==> src/include/pss_regs.vh <==
// Constants for the power stage serial readout block
`ifndef PSS_REGS_VH
`define PSS_REGS_VH
`define PSS_CLK_PERIOD_NS   50
`define PSS_BIT_DIV         2
`define PSS_ERR_BITS        6
`define PSS_PEAK_BITS       6
`define PSS_START_BIT       1'h1
`define PSS_MODE_W          2
`define PSS_MODE_REG        2'h0
`define PSS_MODE_TRANSIENT  2'h1
`define PSS_MODE_OVUV       2'h2
`define PSS_MODE_RESET      2'h0
`define PSS_SENSE_BITS      10
`endif

==> src/core/pss_readout.v <==
// Serial readout, transient flags and gate command logic of the power stage
`include "pss_regs.vh"

// Notes on behaviour
// Error word: six bits, MSB first
// Error equals sensed output minus target code
// Frame output delimits each word in regulation
// Peak word: seven bits, leading start one
// Peak current follows start bit, MSB first
// Overshoot flag when voltage above upper level
// Droop flag when voltage below lower level
// Three modes: regulation, transient, over/under
// Controller supplies the system clock
// Controller supplies the interface clock
// High side on: PWM high, no fault
// Low side gate follows low-side drive input
// One serial bit every two clocks
// Peak output idles low between words
module pss_readout #(
    parameter SENSE_W = `PSS_SENSE_BITS,
    parameter ERR_W   = `PSS_ERR_BITS,
    parameter PEAK_W  = `PSS_PEAK_BITS
) (
    input  wire               CLK_SYS,
    input  wire               RESET_N,
    input  wire               INTF_CLK,
    input  wire [1:0]         CFG_MODE,
    input  wire [SENSE_W-1:0] CFG_TARGET,
    input  wire [SENSE_W-1:0] CFG_UPPER,
    input  wire [SENSE_W-1:0] CFG_LOWER,
    input  wire [SENSE_W-1:0] SENSE_POS,
    input  wire [SENSE_W-1:0] SENSE_NEG,
    input  wire               SAMPLE_VALID,
    output reg                SAMPLE_READY,
    input  wire [PEAK_W-1:0]  PEAK_SAMPLE,
    input  wire               PEAK_VALID,
    output reg                PEAK_READY,
    input  wire               PWM,
    input  wire               FAULT,
    input  wire               LOW_SIDE_DRIVE_IN,
    output reg                ERR_SERIAL,
    output reg                CONV_FRAME,
    output reg                PEAK_CURRENT_SERIAL,
    output reg                OVERSHOOT_FLAG,
    output reg                DROOP_FLAG,
    output reg                HIGH_SIDE_ON,
    output reg                LOW_SIDE_GATE_OUT
);
    localparam S_IDLE  = 2'h1;
    localparam S_SHIFT = 2'h2;
    localparam DW      = SENSE_W + 2;

    // Clamp a signed difference into the signed error word range
    function [ERR_W-1:0] sat_err;
        input signed [DW-1:0] v;
        reg signed [DW-1:0] hi;
        reg signed [DW-1:0] lo;
        begin
            // Built as bit patterns so no 32-bit integer is cut down to the word width
            hi = $signed({{(DW-ERR_W+1){1'b0}}, {(ERR_W-1){1'b1}}});
            lo = $signed({{(DW-ERR_W+1){1'b1}}, {(ERR_W-1){1'b0}}});
            if (v > hi) begin
                sat_err = hi[ERR_W-1:0];
            end else if (v < lo) begin
                sat_err = lo[ERR_W-1:0];
            end else begin
                sat_err = v[ERR_W-1:0];
            end
        end
    endfunction

    // Interface clock and configuration pins are asynchronous: three flops each
    reg [2:0]         iclk_q;
    reg [1:0]         mode_s1_q, mode_s2_q, mode_q;
    reg [SENSE_W-1:0] tgt_s1_q, tgt_s2_q, tgt_q;
    reg [SENSE_W-1:0] up_s1_q, up_s2_q, up_q;
    reg [SENSE_W-1:0] lo_s1_q, lo_s2_q, lo_q;
    reg [2:0]         pwm_s_q, flt_s_q, lsd_s_q;
    wire              iclk_rise = iclk_q[1] & ~iclk_q[2];

    always @(posedge CLK_SYS or negedge RESET_N) begin
        if (!RESET_N) begin
            iclk_q    <= 3'h0;
            mode_s1_q <= `PSS_MODE_RESET;
            mode_s2_q <= `PSS_MODE_RESET;
            mode_q    <= `PSS_MODE_RESET;
            tgt_s1_q  <= {SENSE_W{1'b0}};
            tgt_s2_q  <= {SENSE_W{1'b0}};
            tgt_q     <= {SENSE_W{1'b0}};
            up_s1_q   <= {SENSE_W{1'b1}};
            up_s2_q   <= {SENSE_W{1'b1}};
            up_q      <= {SENSE_W{1'b1}};
            lo_s1_q   <= {SENSE_W{1'b0}};
            lo_s2_q   <= {SENSE_W{1'b0}};
            lo_q      <= {SENSE_W{1'b0}};
            pwm_s_q   <= 3'h0;
            flt_s_q   <= 3'h7;
            lsd_s_q   <= 3'h0;
        end else begin
            iclk_q    <= {iclk_q[1:0], INTF_CLK};
            mode_s1_q <= CFG_MODE;
            mode_s2_q <= mode_s1_q;
            tgt_s1_q  <= CFG_TARGET;
            tgt_s2_q  <= tgt_s1_q;
            up_s1_q   <= CFG_UPPER;
            up_s2_q   <= up_s1_q;
            lo_s1_q   <= CFG_LOWER;
            lo_s2_q   <= lo_s1_q;
            // Settings only move on an interface clock edge, so a half-changed bus is never used
            if (iclk_rise) begin
                if (mode_s2_q == `PSS_MODE_TRANSIENT || mode_s2_q == `PSS_MODE_OVUV) begin
                    mode_q <= mode_s2_q;
                end else begin
                    mode_q <= `PSS_MODE_REG;
                end
                tgt_q <= tgt_s2_q;
                up_q  <= up_s2_q;
                lo_q  <= lo_s2_q;
            end
            pwm_s_q <= {pwm_s_q[1:0], PWM};
            flt_s_q <= {flt_s_q[1:0], FAULT};
            lsd_s_q <= {lsd_s_q[1:0], LOW_SIDE_DRIVE_IN};
        end
    end

    // Error computation and transient comparison
    wire signed [DW-1:0] vout = $signed({2'b00, SENSE_POS}) - $signed({2'b00, SENSE_NEG});
    wire signed [DW-1:0] verr = vout - $signed({2'b00, tgt_q});
    wire [ERR_W-1:0]     err_word = sat_err(verr);
    wire                 in_take = SAMPLE_VALID & SAMPLE_READY;

    // Two-entry buffer between sampler and error shifter
    reg [ERR_W-1:0] fifo_mem [0:1];
    reg             wr_ptr_q, rd_ptr_q;
    reg [1:0]       cnt_q;
    reg [1:0]       cnt_d;
    reg [1:0]       err_st_q;
    reg [2:0]       err_bit_q;
    reg [ERR_W-1:0] err_sh_q;
    reg             bit_en_q;
    wire            out_take = (cnt_q != 2'h0) & err_st_q[0] & bit_en_q & (mode_q == `PSS_MODE_REG);

    always @* begin
        cnt_d = cnt_q;
        if (in_take && !out_take) begin
            cnt_d = cnt_q + 2'h1;
        end else if (out_take && !in_take) begin
            cnt_d = cnt_q - 2'h1;
        end
    end

    always @(posedge CLK_SYS) begin
        if (in_take) begin
            fifo_mem[wr_ptr_q] <= err_word;
        end
    end

    reg [1:0]        pk_st_q;
    reg [2:0]        pk_bit_q;
    reg [PEAK_W:0]   pk_sh_q;

    always @(posedge CLK_SYS or negedge RESET_N) begin
        if (!RESET_N) begin
            wr_ptr_q            <= 1'b0;
            rd_ptr_q            <= 1'b0;
            cnt_q               <= 2'h0;
            SAMPLE_READY        <= 1'b1;
            bit_en_q            <= 1'b0;
            err_st_q            <= S_IDLE;
            err_bit_q           <= 3'h0;
            err_sh_q            <= {ERR_W{1'b0}};
            ERR_SERIAL          <= 1'b0;
            CONV_FRAME          <= 1'b0;
            pk_st_q             <= S_IDLE;
            pk_bit_q            <= 3'h0;
            pk_sh_q             <= {(PEAK_W+1){1'b0}};
            PEAK_READY          <= 1'b0;
            PEAK_CURRENT_SERIAL <= 1'b0;
            OVERSHOOT_FLAG      <= 1'b0;
            DROOP_FLAG          <= 1'b0;
            HIGH_SIDE_ON        <= 1'b0;
            LOW_SIDE_GATE_OUT   <= 1'b0;
        end else begin
            // Halving the clock keeps every bit two cycles wide
            bit_en_q     <= ~bit_en_q;
            cnt_q        <= cnt_d;
            SAMPLE_READY <= (cnt_d != 2'h2);
            if (in_take) begin
                wr_ptr_q <= ~wr_ptr_q;
            end
            case (err_st_q)
                S_IDLE: begin
                    ERR_SERIAL <= 1'b0;
                    CONV_FRAME <= 1'b0;
                    if (out_take) begin
                        rd_ptr_q   <= ~rd_ptr_q;
                        ERR_SERIAL <= fifo_mem[rd_ptr_q][ERR_W-1];
                        err_sh_q   <= {fifo_mem[rd_ptr_q][ERR_W-2:0], 1'b0};
                        CONV_FRAME <= 1'b1;
                        err_bit_q  <= 3'h1;
                        err_st_q   <= S_SHIFT;
                    end
                end
                S_SHIFT: begin
                    if (bit_en_q) begin
                        if (err_bit_q == ERR_W[2:0]) begin
                            ERR_SERIAL <= 1'b0;
                            CONV_FRAME <= 1'b0;
                            err_st_q   <= S_IDLE;
                        end else begin
                            ERR_SERIAL <= err_sh_q[ERR_W-1];
                            err_sh_q   <= {err_sh_q[ERR_W-2:0], 1'b0};
                            err_bit_q  <= err_bit_q + 3'h1;
                        end
                    end
                end
                default: begin
                    err_st_q <= S_IDLE;
                end
            endcase
            PEAK_READY <= pk_st_q[0] & ~(PEAK_VALID & PEAK_READY & bit_en_q);
            case (pk_st_q)
                S_IDLE: begin
                    PEAK_CURRENT_SERIAL <= 1'b0;
                    if (PEAK_VALID && PEAK_READY && bit_en_q) begin
                        pk_sh_q             <= {`PSS_START_BIT, PEAK_SAMPLE};
                        PEAK_CURRENT_SERIAL <= `PSS_START_BIT;
                        pk_bit_q            <= 3'h1;
                        pk_st_q             <= S_SHIFT;
                    end
                end
                S_SHIFT: begin
                    if (bit_en_q) begin
                        if (pk_bit_q == PEAK_W[2:0] + 3'h1) begin
                            PEAK_CURRENT_SERIAL <= 1'b0;
                            pk_st_q             <= S_IDLE;
                        end else begin
                            PEAK_CURRENT_SERIAL <= pk_sh_q[PEAK_W-1];
                            pk_sh_q             <= {pk_sh_q[PEAK_W-1:0], 1'b0};
                            pk_bit_q            <= pk_bit_q + 3'h1;
                        end
                    end
                end
                default: begin
                    pk_st_q <= S_IDLE;
                end
            endcase
            if (SAMPLE_VALID) begin
                OVERSHOOT_FLAG <= (vout > $signed({2'b00, up_q}));
                DROOP_FLAG     <= (vout < $signed({2'b00, lo_q}));
            end
            HIGH_SIDE_ON      <= pwm_s_q[2] & ~flt_s_q[2];
            LOW_SIDE_GATE_OUT <= lsd_s_q[2];
        end
    end
endmodule // pss_readout

==> config.mk <==
export PLATFORM = sky130hd
export DESIGN_NAME = pss_readout
export DESIGN_NICKNAME = d
export VERILOG_FILES = /design/src/core/pss_readout.v
export VERILOG_INCLUDE_DIRS = /design/src /design/src/include
export SDC_FILE = /design/constraint.sdc
export NUM_CORES = 1
export LEC_CHECK = 0
export BUFFER_PORTS_ARGS = -buffer_cell sky130_fd_sc_hd__buf_4
export CAP_MARGIN = 15
export CORE_MARGIN = 8
export CORE_UTILIZATION = 44
export DETAILED_ROUTE_END_ITERATION = 7
export PLACE_DENSITY_LB_ADDON = 0.05
export SLEW_MARGIN = 20
export SYNTH_ARGS = -nofsm -noshare
export SYNTH_HDL_FRONTEND = slang
export SYNTH_SLANG_ARGS = --single-unit
==> constraint.sdc <==
create_clock -name CLK_SYS -period 3.4 [get_ports CLK_SYS]
set_input_delay 0 -clock CLK_SYS [delete_from_list [all_inputs] [get_ports CLK_SYS]]
set_output_delay 0 -clock CLK_SYS [all_outputs]
set_load 0.005 [all_outputs]
## Yosys cells after proc, flatten, opt, wreduce, memory -nomap -nowiden

Memories as Yosys holds them, arrays and structs flattened.
Cells that the tools add are included.

| storage, ports and cells | value |
|---|---|
| output and inout port bits | 9 |
| bits in registers | 144 |
| input bits | 66 |
| RAM bits | 12 |
| memories | 1 |

Memories:

| memory | words | bits a word | rd ports | clocked after memory_dff | wr ports | RTL line | text |
|---|---|---|---|---|---|---|---|
| fifo_mem | 2 | 6 | 1 | 0 | 1 | pss_readout.v:133 | `reg [ERR_W-1:0] fifo_mem [0:1];` |

| operators by class | value |
|---|---|
| magnitude comparators | 4 |
| $add $sub $neg | 6 |
| equal/unequal tests | 17 |
| reduce and logical (&&, ||, !) cells | 19 |
| multiplexer cells | 43 |
| bitwise gates (word level) | 15 |

Operators with widths:

| kind | number |
|---|---|
| two-way mux 6 bit | 8 |
| one-hot mux 6 bit (2 select lines) | 2 |
| two-way mux 2 bit | 9 |
| two-way mux 3 bit | 6 |
| != test 2 bit (second input constant) | 9 |
| greater-than comparator 12 x 6 -> 1 bit (second input constant) | 1 |
| less-than comparator 12 x 6 -> 1 bit (second input constant) | 1 |
| one-hot mux 3 bit (2 select lines) | 2 |
| subtractor 11 x 11 -> 12 bit | 1 |
| greater-than comparator 11 bit | 1 |
| less-than comparator 11 bit | 1 |
| two-way mux 1 bit | 11 |
| subtractor 10 x 10 -> 11 bit | 1 |
| bitwise AND 1 bit | 9 |
| AND reduction 3 bit | 3 |
| one-hot mux 2 bit (2 select lines) | 2 |
| AND reduction 4 bit | 2 |
| adder 3 x 1 -> 3 bit (second input constant) | 2 |
| == test 2 x 1 -> 1 bit (second input constant) | 3 |
| == test 2 bit (second input constant) | 3 |
| == test 3 bit (second input constant) | 2 |
| NOT 1 bit | 6 |
| one-hot mux 1 bit (2 select lines) | 3 |
| AND reduction 2 bit | 3 |
| other kinds (7) | 13 |

## Logic depth before layout (Yosys ltp)

Gate-level depths: netlist (run 1).

| depth | value |
|---|---|
| depth after elaboration | 8 |
| depth in mapped cells | 18 |

## Worst setup path before layout (run 1)

Ideal clock, no wire load.

| path | value |
|---|---|
| kind | input-to-reg |
| from | in SENSE_POS[0] |
| to | mem fifo_mem[0][2] (netlist name), data pin |
| required time | 3.128 ns |
| library setup time | 0.272 ns |
| data arrival time | 2.832 ns |
| cell stages on the path | 17 |
| buffers on the path | 0 |
| path slack | 0.297 ns |
| path through | inv_1 > ha_1 > fa_1 > nor2b_1 > o21ai_1 > a21oi_1 > nor2_1 > xnor2_1 > ha_1 > or3_4 > o21bai_4 > a21oi_4 > xor2_2 > nor3_1 > a221oi_1 > o21a_2 > o21ai_1 |

| between the ends | value |
|---|---|
| word-level cells in the longest chain between the ends | 5 |

RTL lines:

| element | RTL line | text |
|---|---|---|
| start: declaration | pss_readout.v:31 | `input wire [SENSE_W-1:0] SENSE_POS,` |
| subtractor 10 x 10 -> 11 bit (*) | pss_readout.v:127 | `wire signed [DW-1:0] vout = $signed({2'b00, SENSE_POS}) - $signed({2'b00, SENSE_NEG});` |
| subtractor 11 x 11 -> 12 bit (*) | pss_readout.v:128 | `wire signed [DW-1:0] verr = vout - $signed({2'b00, tgt_q});` |
| less-than comparator 12 x 6 -> 1 bit | pss_readout.v:64 | `end else if (v < lo) begin` |
| two-way mux 6 bit | pss_readout.v:64 |  |
| two-way mux 6 bit (*) | pss_readout.v:62 | `if (v > hi) begin` |
| named net err_word[2] | pss_readout.v:129 | `wire [ERR_W-1:0] err_word = sat_err(verr);` |
| end: declaration | pss_readout.v:133 |  |

The timed path passes the listed nets; every way through them passes the cells marked *.

## Worst setup path after layout (run 1)

| path | value |
|---|---|
| from | in SENSE_POS[0] |
| to | mem fifo_mem[1][3] (netlist name), data pin |

Same word-level chain as after synthesis.

==> results.txt, run 1 <==
The signal arrival time at the worst endpoint came out at 3140 ps. No sink is reached through more buffers than the 2 on the longest clock path. The post-detailed-placement half-perimeter wirelength came out at 8940 um. The slew at the pin closest to its max-slew limit is 955 ps. The total count of hold-check failures in the final report came to 0. The switching power came out at 1.65 mW. A synthesized cell averages 11.8 um^2. After layout, the worst path uses approximately nine tenths of the clock period. In this run the horizontal extent of the chip is 138 um. The fraction of power spent switching nets is 29.5%. The path class of the tightest hold or removal check is primary input to register. The yosys synthesis warning count is 0.

The global-route met1 utilization came out at between 10% and 20%. After clock tree synthesis, the clock-pin slew on the worst setup and hold paths is 60 ps. Max-cap violations in this run came to 0. The final-report max-slew violation count came out at 0. Summing every instance area after synthesis gives roughly 6600 um^2. The number of different library cells in the post-synthesis netlist is 57. The final critical-path required period came out at 3000 ps.

The number of sinks on the clock net came out at 155. The maximum fanout count along the critical path is 5. The first-pass GRT wire length is ~22000 um.

The total number of placement rows is 44. After detailed routing, the number of vias per cell comes to 4.86. The fraction of power consumed by combinational cells came out at between 20% and 30%. The sequential fraction of design power is a little over two fifths. The global-route total usage across every layer is approximately 14%. The total overflow reported by the global router is 0. Timing would allow up to 333 MHz. The total via count after detailed routing came out at 4366. Wires add up to between 10000 and 15000 um. STA classifies the critical path startpoint as a primary input. Entering global routing, the biggest net connects 112 pins. The H-tree was split into 4 levels. The most crowded layer after global routing is met2. The type of the setup path with the least slack is primary input to register. Counting flops with a built-in enable in the synthesized netlist gives 12. The post-route antenna net violation count came out at 0. The area growth from synthesis to layout came out at 29.8%. The post-CTS setup buffer count is 0. The initial antenna violation count came out at 0. The clock latency of the later-clocked register in the worst-skew pair came out at 420 ps. The number of antenna diodes came out at 0. The mean routed wirelength per cell came out at 13.7 um. The number of cells produced by synthesis came out at 558. After the first detailed-routing iteration, the DRC count stood at 217.

Setup violations remaining at the end of the flow were counted as 0. Cell internal power was estimated by the tool at 3.94 mW. Including well taps, the total number of placed cells is approximately 800. The worst supply voltage drop on vdd is 0.466 mV.

After synthesis the netlist holds a flip-flop and latch count of around 160. The area of the placeable core came out at around 15000 um^2. The post-synth net total came out at 670.

The ratio of total power to cell area came out at ~660 nW/um^2. Sorting the synthesized cells by area gives the leading types as sky130_fd_sc_hd__dfrtp_1 41%, sky130_fd_sc_hd__dfstp_2 14%, sky130_fd_sc_hd__ha_1 8.4%, sky130_fd_sc_hd__edfxtp_1 5.5%, sky130_fd_sc_hd__o21ai_0 4.5%. The share of the yosys chip area belonging to registers came out at 60.6%. Global routing used 3.60% of the available met3 tracks. In the post-route analysis, the smallest setup slack over all paths is 396 ps. The chip height is 138 um. The portion of total power attributed to the clock network came out at 33.3%. The final net count came out at 814. The flow ran to the end, and the final reports show no timing, DRC or antenna violations. The worst-case headroom to the max-slew limit came out at 36.3%.

The number of DRC violations after detailed routing came out at 0. The required time of the worst setup path is around 3500 ps. The number of global-route vias before repair came out at 4609.

The proportion of register bits with asynchronous set or reset after synthesis is just over 90%. The clock tree from TritonCTS is built. The tree is rooted in a sky130_fd_sc_hd__clkbuf_16.

The reported leakage power came out at 3.91 nW. The nature of the critical path endpoint is a register. For this configuration, the core starts out at a cell density of 45.1%. The CTS buffer count is 17.

In this run the biggest area consumer among cell types represents 40.7% of the synthesized area. The post-route clock skew came out at 10.7 ps. Among all flip-flop cells after synthesis, the most frequent one is sky130_fd_sc_hd__dfrtp_1. In this run the tool buffered the top-level ports with 74 buffer cells. The final cell count without fillers came out at 899. The share of cells above drive strength 1 came out at between 20% and 30%. The post-place setup slack is -23.2 ps. The library cell with the largest summed area after synthesis is sky130_fd_sc_hd__dfrtp_1. The die covers 19100 um^2.

Setup repair after global routing left no endpoint under its margin. The first detailed-routing pass took 4 iterations. 75 I/O pins were placed. The global-route track usage on met2 is between 20% and 30%. The congestion estimate from routability-driven global placement came to 0.848.
[area by class of cell]
cell class | instances | area, um^2
clock buffer | 18 | 450
clock inverter | 14 | 148
fill | 1208 | 6050
inverter | 55 | 206
multi-input combinational | 333 | 2340
sequential | 155 | 3980
tap | 184 | 230
timing repair buffer | 140 | 1180
[metal layers]
layer	part of all wire, %	vias up
met5	0	-
met4	1.7	0
met3	3.3	13
met2	49	72
met1	46	2090
li1	-	2191
[cell usage after synthesis, types with 2 or more instances]
library cell               count
sky130_fd_sc_hd__clkbuf_1     15
sky130_fd_sc_hd__mux2i_1      11
sky130_fd_sc_hd__o31ai_1       3
sky130_fd_sc_hd__inv_1        55
sky130_fd_sc_hd__nor2_1       23
sky130_fd_sc_hd__nand2_1      58
sky130_fd_sc_hd__o311ai_0      2
sky130_fd_sc_hd__a21o_1        5
sky130_fd_sc_hd__nor2b_1       9
sky130_fd_sc_hd__mux2_2        8
sky130_fd_sc_hd__o21a_1        6
sky130_fd_sc_hd__a21oi_1      20
sky130_fd_sc_hd__dfrtp_1     107
sky130_fd_sc_hd__xor2_2        2
sky130_fd_sc_hd__o22a_1        2
sky130_fd_sc_hd__nand2b_1      3
sky130_fd_sc_hd__o21ai_1      10
sky130_fd_sc_hd__xnor2_1      11
sky130_fd_sc_hd__edfxtp_1     12
sky130_fd_sc_hd__a31oi_1       2
sky130_fd_sc_hd__nand3b_1      3
sky130_fd_sc_hd__ha_1         44
sky130_fd_sc_hd__xor2_1        5
sky130_fd_sc_hd__nand4_1       3
sky130_fd_sc_hd__and4_1        2
sky130_fd_sc_hd__nand3_1       8
sky130_fd_sc_hd__fa_1          2
sky130_fd_sc_hd__o21ai_0      59
sky130_fd_sc_hd__nor3_1        5
sky130_fd_sc_hd__dfstp_2      36
[sequential cells by signal, summed over array words and instances, names as in the netlist, 5 cells and up]
register,flops
pk_sh_q,6
lo_s2_q,10
up_q,10
err_sh_q,5
up_s2_q,10
lo_q,10
fifo_mem,12
tgt_s2_q,10
up_s1_q,10
tgt_s1_q,10
lo_s1_q,10
tgt_q,10
[critical path, cell delays in order]
cell and delay, ps:
sky130_fd_sc_hd__buf_4 80, sky130_fd_sc_hd__inv_1 30, sky130_fd_sc_hd__ha_1 210, sky130_fd_sc_hd__fa_1 410, sky130_fd_sc_hd__nor2b_1 130, sky130_fd_sc_hd__o21ai_1 70
sky130_fd_sc_hd__a21oi_1 190, sky130_fd_sc_hd__nor2_1 80, sky130_fd_sc_hd__xnor2_1 150, sky130_fd_sc_hd__ha_1 230, sky130_fd_sc_hd__or3_4 360, sky130_fd_sc_hd__o21bai_4 190
sky130_fd_sc_hd__a21oi_4 180, sky130_fd_sc_hd__xor2_2 180, sky130_fd_sc_hd__and4_1 240, sky130_fd_sc_hd__nand4_1 120, sky130_fd_sc_hd__o2111ai_2 160, sky130_fd_sc_hd__o21ai_1 150
[logic make-up (layout without fill, tap and decap cells)]
logic type | count (synthesis) | count (layout) | synth area share (%)
DFF | 155 | 155 | 60.6
AOI/OAI and AO/OA | 129 | 129 | 12.3
and+or+nand+nor | 121 | 121 | 8.49
buffers and inverters | 70 | 227 | 4.00
adders and majority gates | 46 | 46 | 8.98
muxes | 19 | 19 | 3.04
xor gates and xnor gates | 18 | 18 | 2.63
[layout by cell type (no fill, tap or decap), types with 10 or more instances in the layout]
| cell type | netlist | layout |
|---|---|---|
| sky130_fd_sc_hd__a21oi_1 | 20 | 20 |
| sky130_fd_sc_hd__dfrtp_1 | 107 | 107 |
| sky130_fd_sc_hd__xnor2_1 | 11 | 11 |
| sky130_fd_sc_hd__o21ai_0 | 59 | 59 |
| sky130_fd_sc_hd__dfstp_2 | 36 | 36 |
| sky130_fd_sc_hd__dlygate4sd3_1 | 0 | 45 |
| sky130_fd_sc_hd__ha_1 | 44 | 44 |
| sky130_fd_sc_hd__buf_4 | 0 | 93 |
| sky130_fd_sc_hd__mux2i_1 | 11 | 11 |
| sky130_fd_sc_hd__nor2_1 | 23 | 23 |
| sky130_fd_sc_hd__o21ai_1 | 10 | 10 |
| sky130_fd_sc_hd__edfxtp_1 | 12 | 12 |
| sky130_fd_sc_hd__inv_1 | 55 | 55 |
| sky130_fd_sc_hd__nand2_1 | 58 | 58 |
| sky130_fd_sc_hd__clkbuf_16 | 0 | 18 |
[metrics by stage]
stage / cell area [um^2] / hold slack, ps / setup TNS [ps] / util, % / power (mW)
final: 8530 / 222 / 0 / 58.5 / 5.59
after CTS: 8530 / 202 / 0 / 58.5 / 5.67
after detailed placement: 7490 / 110 / -90.2 / 51.3 / 3.74
after global routing: 8530 / 206 / 0 / 58.5 / 5.96
after floorplan: 6580 / -296 / 0 / - / 3.28
after global placement: 7490 / 108 / 0 / 51.3 / 3.69
[final timing paths]
check                                            to  slack (ps)                  from  depth (start not counted)
max                        fifo_mem[1][3]$_DFFE_PP_         400          SENSE_POS[0]                         18
min                            flt_s_q[0]$_DFF_PN1_         220                 FAULT                          2
max reg2reg                fifo_mem[1][3]$_DFFE_PP_         610  tgt_q[0]$_DFFE_PN0P_                         11
min reg2reg                    lo_s2_q[9]$_DFF_PN0_         350  lo_s1_q[9]$_DFF_PN0_                          0
max in group asynchronous      flt_s_q[2]$_DFF_PN1_        2250               RESET_N                          3
min in group asynchronous    pk_sh_q[4]$_DFFE_PN0P_         260               RESET_N                          2
[power groups by stage]
stage	sequential [mW]	clock, mW	combinational (mW)
final	2.33	1.87	1.39
after global routing	2.37	2.00	1.59
after CTS	2.34	1.92	1.42
after detailed placement	2.37	0	1.36
after global placement	2.36	0	1.33
after floorplan	2.31	0	0.967
[timing repair]
item,in CTS,in global routing
hold endpoints to repair,129,0
hold buffers,45,0
gates resized for setup,0,0
Power figures use the tool's default switching activity.
==> inputs of run 2 (changes only) <==
Clock period 3.4 ns to 3.75 ns, I/O delays scaled along.
==> run 2 against run 1 <==
Power fell by 11%. Core utilization fell by 0.91 points. Global-route usage fell by 0.11 points. Combinational power fell by 12%. Register-to-register slack improved by 240 ps. Clock power fell by 12%. Worst setup slack improved by 220 ps. Flip-flop and latch count did not move. Via count fell by 1.4%. Wire length rose by 1.8%. Critical path type unchanged.
==> results.txt, run 2 (synthesis gave the netlist of run 1 again) <==
The delay of the slowest cell on the worst path was 350 ps (was 410 ps). The first-pass GRT wire length is 21200 um (was 21600 um). The origin of the worst setup path was SENSE_POS[1] (was SENSE_POS[0]). The reported leakage power is 3.83 nW (was 3.91 nW).

The register with the highest flop count is fifo_mem (unchanged). The worst-case headroom to the max-slew limit was 35.4% (was 36.3%). The endpoint of the most critical register-to-register path is fifo_mem[1][2]$_DFFE_PP_ (was fifo_mem[1][3]$_DFFE_PP_).

The startpoint of the worst-slack reg-to-reg timing path is tgt_q[0]$_DFFE_PN0P_ (unchanged). The final-report setup violation count came to 0 (unchanged). The number of DRC violations after detailed routing was 0 (unchanged). The clock tree root buffer cell is sky130_fd_sc_hd__clkbuf_16 (unchanged). The worst supply voltage drop on vdd came out at 0.488 mV (was 0.466 mV). The number of flip-flops under the largest register name came to 12 (unchanged).

The ratio of total power to cell area came out at 594 nW/um^2 (was 655 nW/um^2). The post-place setup slack is 229 ps (was -23.2 ps). The total number of placement rows came out at 44 (unchanged). The post-detailed-placement half-perimeter wirelength was 9030 um (was 8940 um). The count of max-cap constraint violations is 0 (unchanged). The final cycle utilization of the critical path is 83.6%.

The per-cell via count in the routed design is 4.86 (about the same). The end of the worst hold path was up_s1_q[6]$_DFF_PN1_ (was flt_s_q[0]$_DFF_PN1_). The total of fill cells in the finished design came to 1236 (was 1208). The initial standard-cell utilization of the core is 45.1% (unchanged). The top-level I/O count came out at 75 (unchanged). The die outline area was 19100 um^2 (unchanged). The startpoint of the tightest hold check path was CFG_UPPER[6] (was FAULT). The depth of the worst register-to-register path was 11 (unchanged). Outcome: complete, no violations (unchanged). The number of I/O port buffers came out at 74 (unchanged).

The number of DRC markers after the initial detailed-route iteration was 166 (was 217). Leading cell types in the layout, fill and taps excluded: 107 x sky130_fd_sc_hd__dfrtp_1, 80 x sky130_fd_sc_hd__buf_4, 59 x sky130_fd_sc_hd__o21ai_0 (was 107 x sky130_fd_sc_hd__dfrtp_1, 93 x sky130_fd_sc_hd__buf_4, 59 x sky130_fd_sc_hd__o21ai_0). The post-route clock skew is 10.2 ps (was 10.7 ps). The post-CTS setup buffer count is 0 (unchanged).

The share of cells above drive strength 1 is 23.8% (was 25.5%). The total count of hold-check failures in the final report came out at 0 (unchanged). Cell-by-cell trace of the critical path: buf_4, ha_1, nor2b_1, o21ai_0, a21boi_1, o21ai_0, nand2_1, xor2_1, ha_1, o21a_1, o21a_1, a21oi_4, xor2_2, nor3_1, a221oi_1, o21a_2, o21ai_1 (was buf_4, inv_1, ha_1, fa_1, nor2b_1, o21ai_1, a21oi_1, nor2_1, xnor2_1, ha_1, or3_4, o21bai_4, a21oi_4, xor2_2, and4_1, nand4_1, o2111ai_2, o21ai_1). The clock tree from TritonCTS is built (unchanged). The post-cts sizing count came out at 0 (unchanged). The type of the tightest min-delay check is primary input to register (unchanged). The hold-critical path depth came out at 2 (unchanged). The routability-driven placement congestion ratio came out at 0.836 (was 0.848). The mean routed wirelength per cell came to 14.1 um (was 13.7 um). The total buffers and inverters traversed by the critical path is 1 (was 2). The global-route total usage across every layer came out at 13.6% (was 13.7%). The initial antenna violation count came out at 0 (unchanged). The post-route antenna net violation count is 0 (unchanged). The register-to-register setup slack came out at 850 ps (was 610 ps).

The area growth from synthesis to layout was 27.8% (was 29.8%). The cell family contributing the most delay on the critical path is compound AO/OA/AOI/OAI gates (unchanged). The width of the die is 138 um (unchanged). The post-layout total power is 4.99 mW (was 5.59 mW).

The setup slack after layout was 615 ps (was 396 ps). Setup repair after global routing missed its margin: no (unchanged). Subtracting the final worst setup slack from the clock period gives roughly 3100 ps. The clock latency of the later-clocked register in the worst-skew pair came to 420 ps (about the same). The area of the placeable core is 14600 um^2 (unchanged).

The slowest cell on the critical path was sky130_fd_sc_hd__ha_1 (was sky130_fd_sc_hd__fa_1). The number of global-route vias before repair came out at 4404 (was 4609). The first-pass iteration count of the detailed router was 4 (unchanged). The nature of the critical path endpoint is a register (unchanged). The pin count of the biggest net entering global routing is 113 (was 112). The final net count is 800 (was 814). The slew at the pin closest to its max-slew limit is 969 ps (was 955 ps). The final-report max-slew violation count came out at 0 (unchanged). The setup TNS came out at 0 ps (unchanged).

The sum of routed wire length over all layers is 12500 um (was 12300 um). The number of buffers on the longest clock path was 2 (unchanged). The required time of the worst setup path came out at 3890 ps (was 3540 ps). The chip height came out at 138 um (unchanged). The startpoint type of the worst setup path is a primary input (unchanged). The CTS H-tree depth was 4 (unchanged). The total via count after detailed routing is 4303 (was 4366). The number of antenna diodes is 0 (unchanged). The timing-limited maximum frequency came out at ~320 MHz. The type of the setup path with the least slack was primary input to register (unchanged).

The signal arrival time at the worst endpoint came to 3280 ps (was 3140 ps). The number of sinks on the clock net is 155 (unchanged). The CTS buffer count is 17 (unchanged). The most common library cell in the layout ignoring fill and taps is sky130_fd_sc_hd__dfrtp_1 (unchanged). The total overflow reported by the global router is 0 (unchanged). The worst-case hold slack was 222 ps (about the same). The maximum fanout count along the critical path is 5 (unchanged). The clock edge transition at the registers on the reported setup and hold paths was 60 ps (about the same).
-- run 2: cell count changes in the layout (fill, tap and decap cells not counted) --
cell	before	now
sky130_fd_sc_hd__buf_4	93	80
sky130_fd_sc_hd__clkbuf_8	0	2
sky130_fd_sc_hd__inv_8	4	2
sky130_fd_sc_hd__buf_12	1	0
sky130_fd_sc_hd__clkbuf_16	18	17
sky130_fd_sc_hd__clkinv_1	0	1
sky130_fd_sc_hd__clkinv_4	4	3
sky130_fd_sc_hd__clkinvlp_4	0	1
sky130_fd_sc_hd__inv_4	1	0
sky130_fd_sc_hd__inv_6	3	4
-- run 2: power by group --
part	internal (mW)	leakage [nW]	switching, mW
logic	0.567	1.77	0.651
registers	1.99	1.77	0.131
clock network	0.964	0.286	0.690
total	3.52	3.83	1.47
-- run 2: through the flow --
step / cells / cell area (um^2) / utilization (%)
final: 885 / 8400 / 57.6
after global routing: 885 / 8400 / 57.6
after CTS: 885 / 8400 / 57.6
after detailed placement: 808 / 7370 / 50.5
after global placement: 808 / 7370 / 50.5
after floorplan: 558 / 6580 / -
-- run 2: layer usage --
metal / track usage (%) / routed length (um) / vias up
li1: - / - / 2161
met1: 16.0 / 5620 / 2055
met2: 22.5 / 6160 / 72
met3: 5.07 / 473 / 15
met4: 4.58 / 237 / 0
met5: 0 / 0 / -
-- run 2: final cells by class --
| class | count | area [um^2] | share of cell area [%] |
|---|---|---|---|
| Clock inverter | 13 | 130 | 1.55 |
| Timing Repair Buffer | 126 | 1060 | 12.6 |
| Sequential cell | 155 | 3980 | 47.4 |
| Clock buffer | 19 | 453 | 5.39 |
| Inverter | 55 | 206 | 2.46 |
| Multi-Input combinational cell | 333 | 2340 | 27.8 |
| Tap cell | 184 | 230 | 2.74 |
-- run 2: worst max-delay path by stage --
stage	to	depth (start not counted)
floorplan	fifo_mem[0][2]$_DFFE_PP_	17
global route	fifo_mem[1][2]$_DFFE_PP_	17
global placement	fifo_mem[0][2]$_DFFE_PP_	18
detailed placement	fifo_mem[1][2]$_DFFE_PP_	17
CTS	fifo_mem[1][2]$_DFFE_PP_	17
finish	fifo_mem[1][2]$_DFFE_PP_	17
-- run 2: timing repair --
item | CTS | global route
hold buffers | 45 | 0
endpoints found under the hold margin | 123 | 0
setup endpoints to repair | 0 | 0
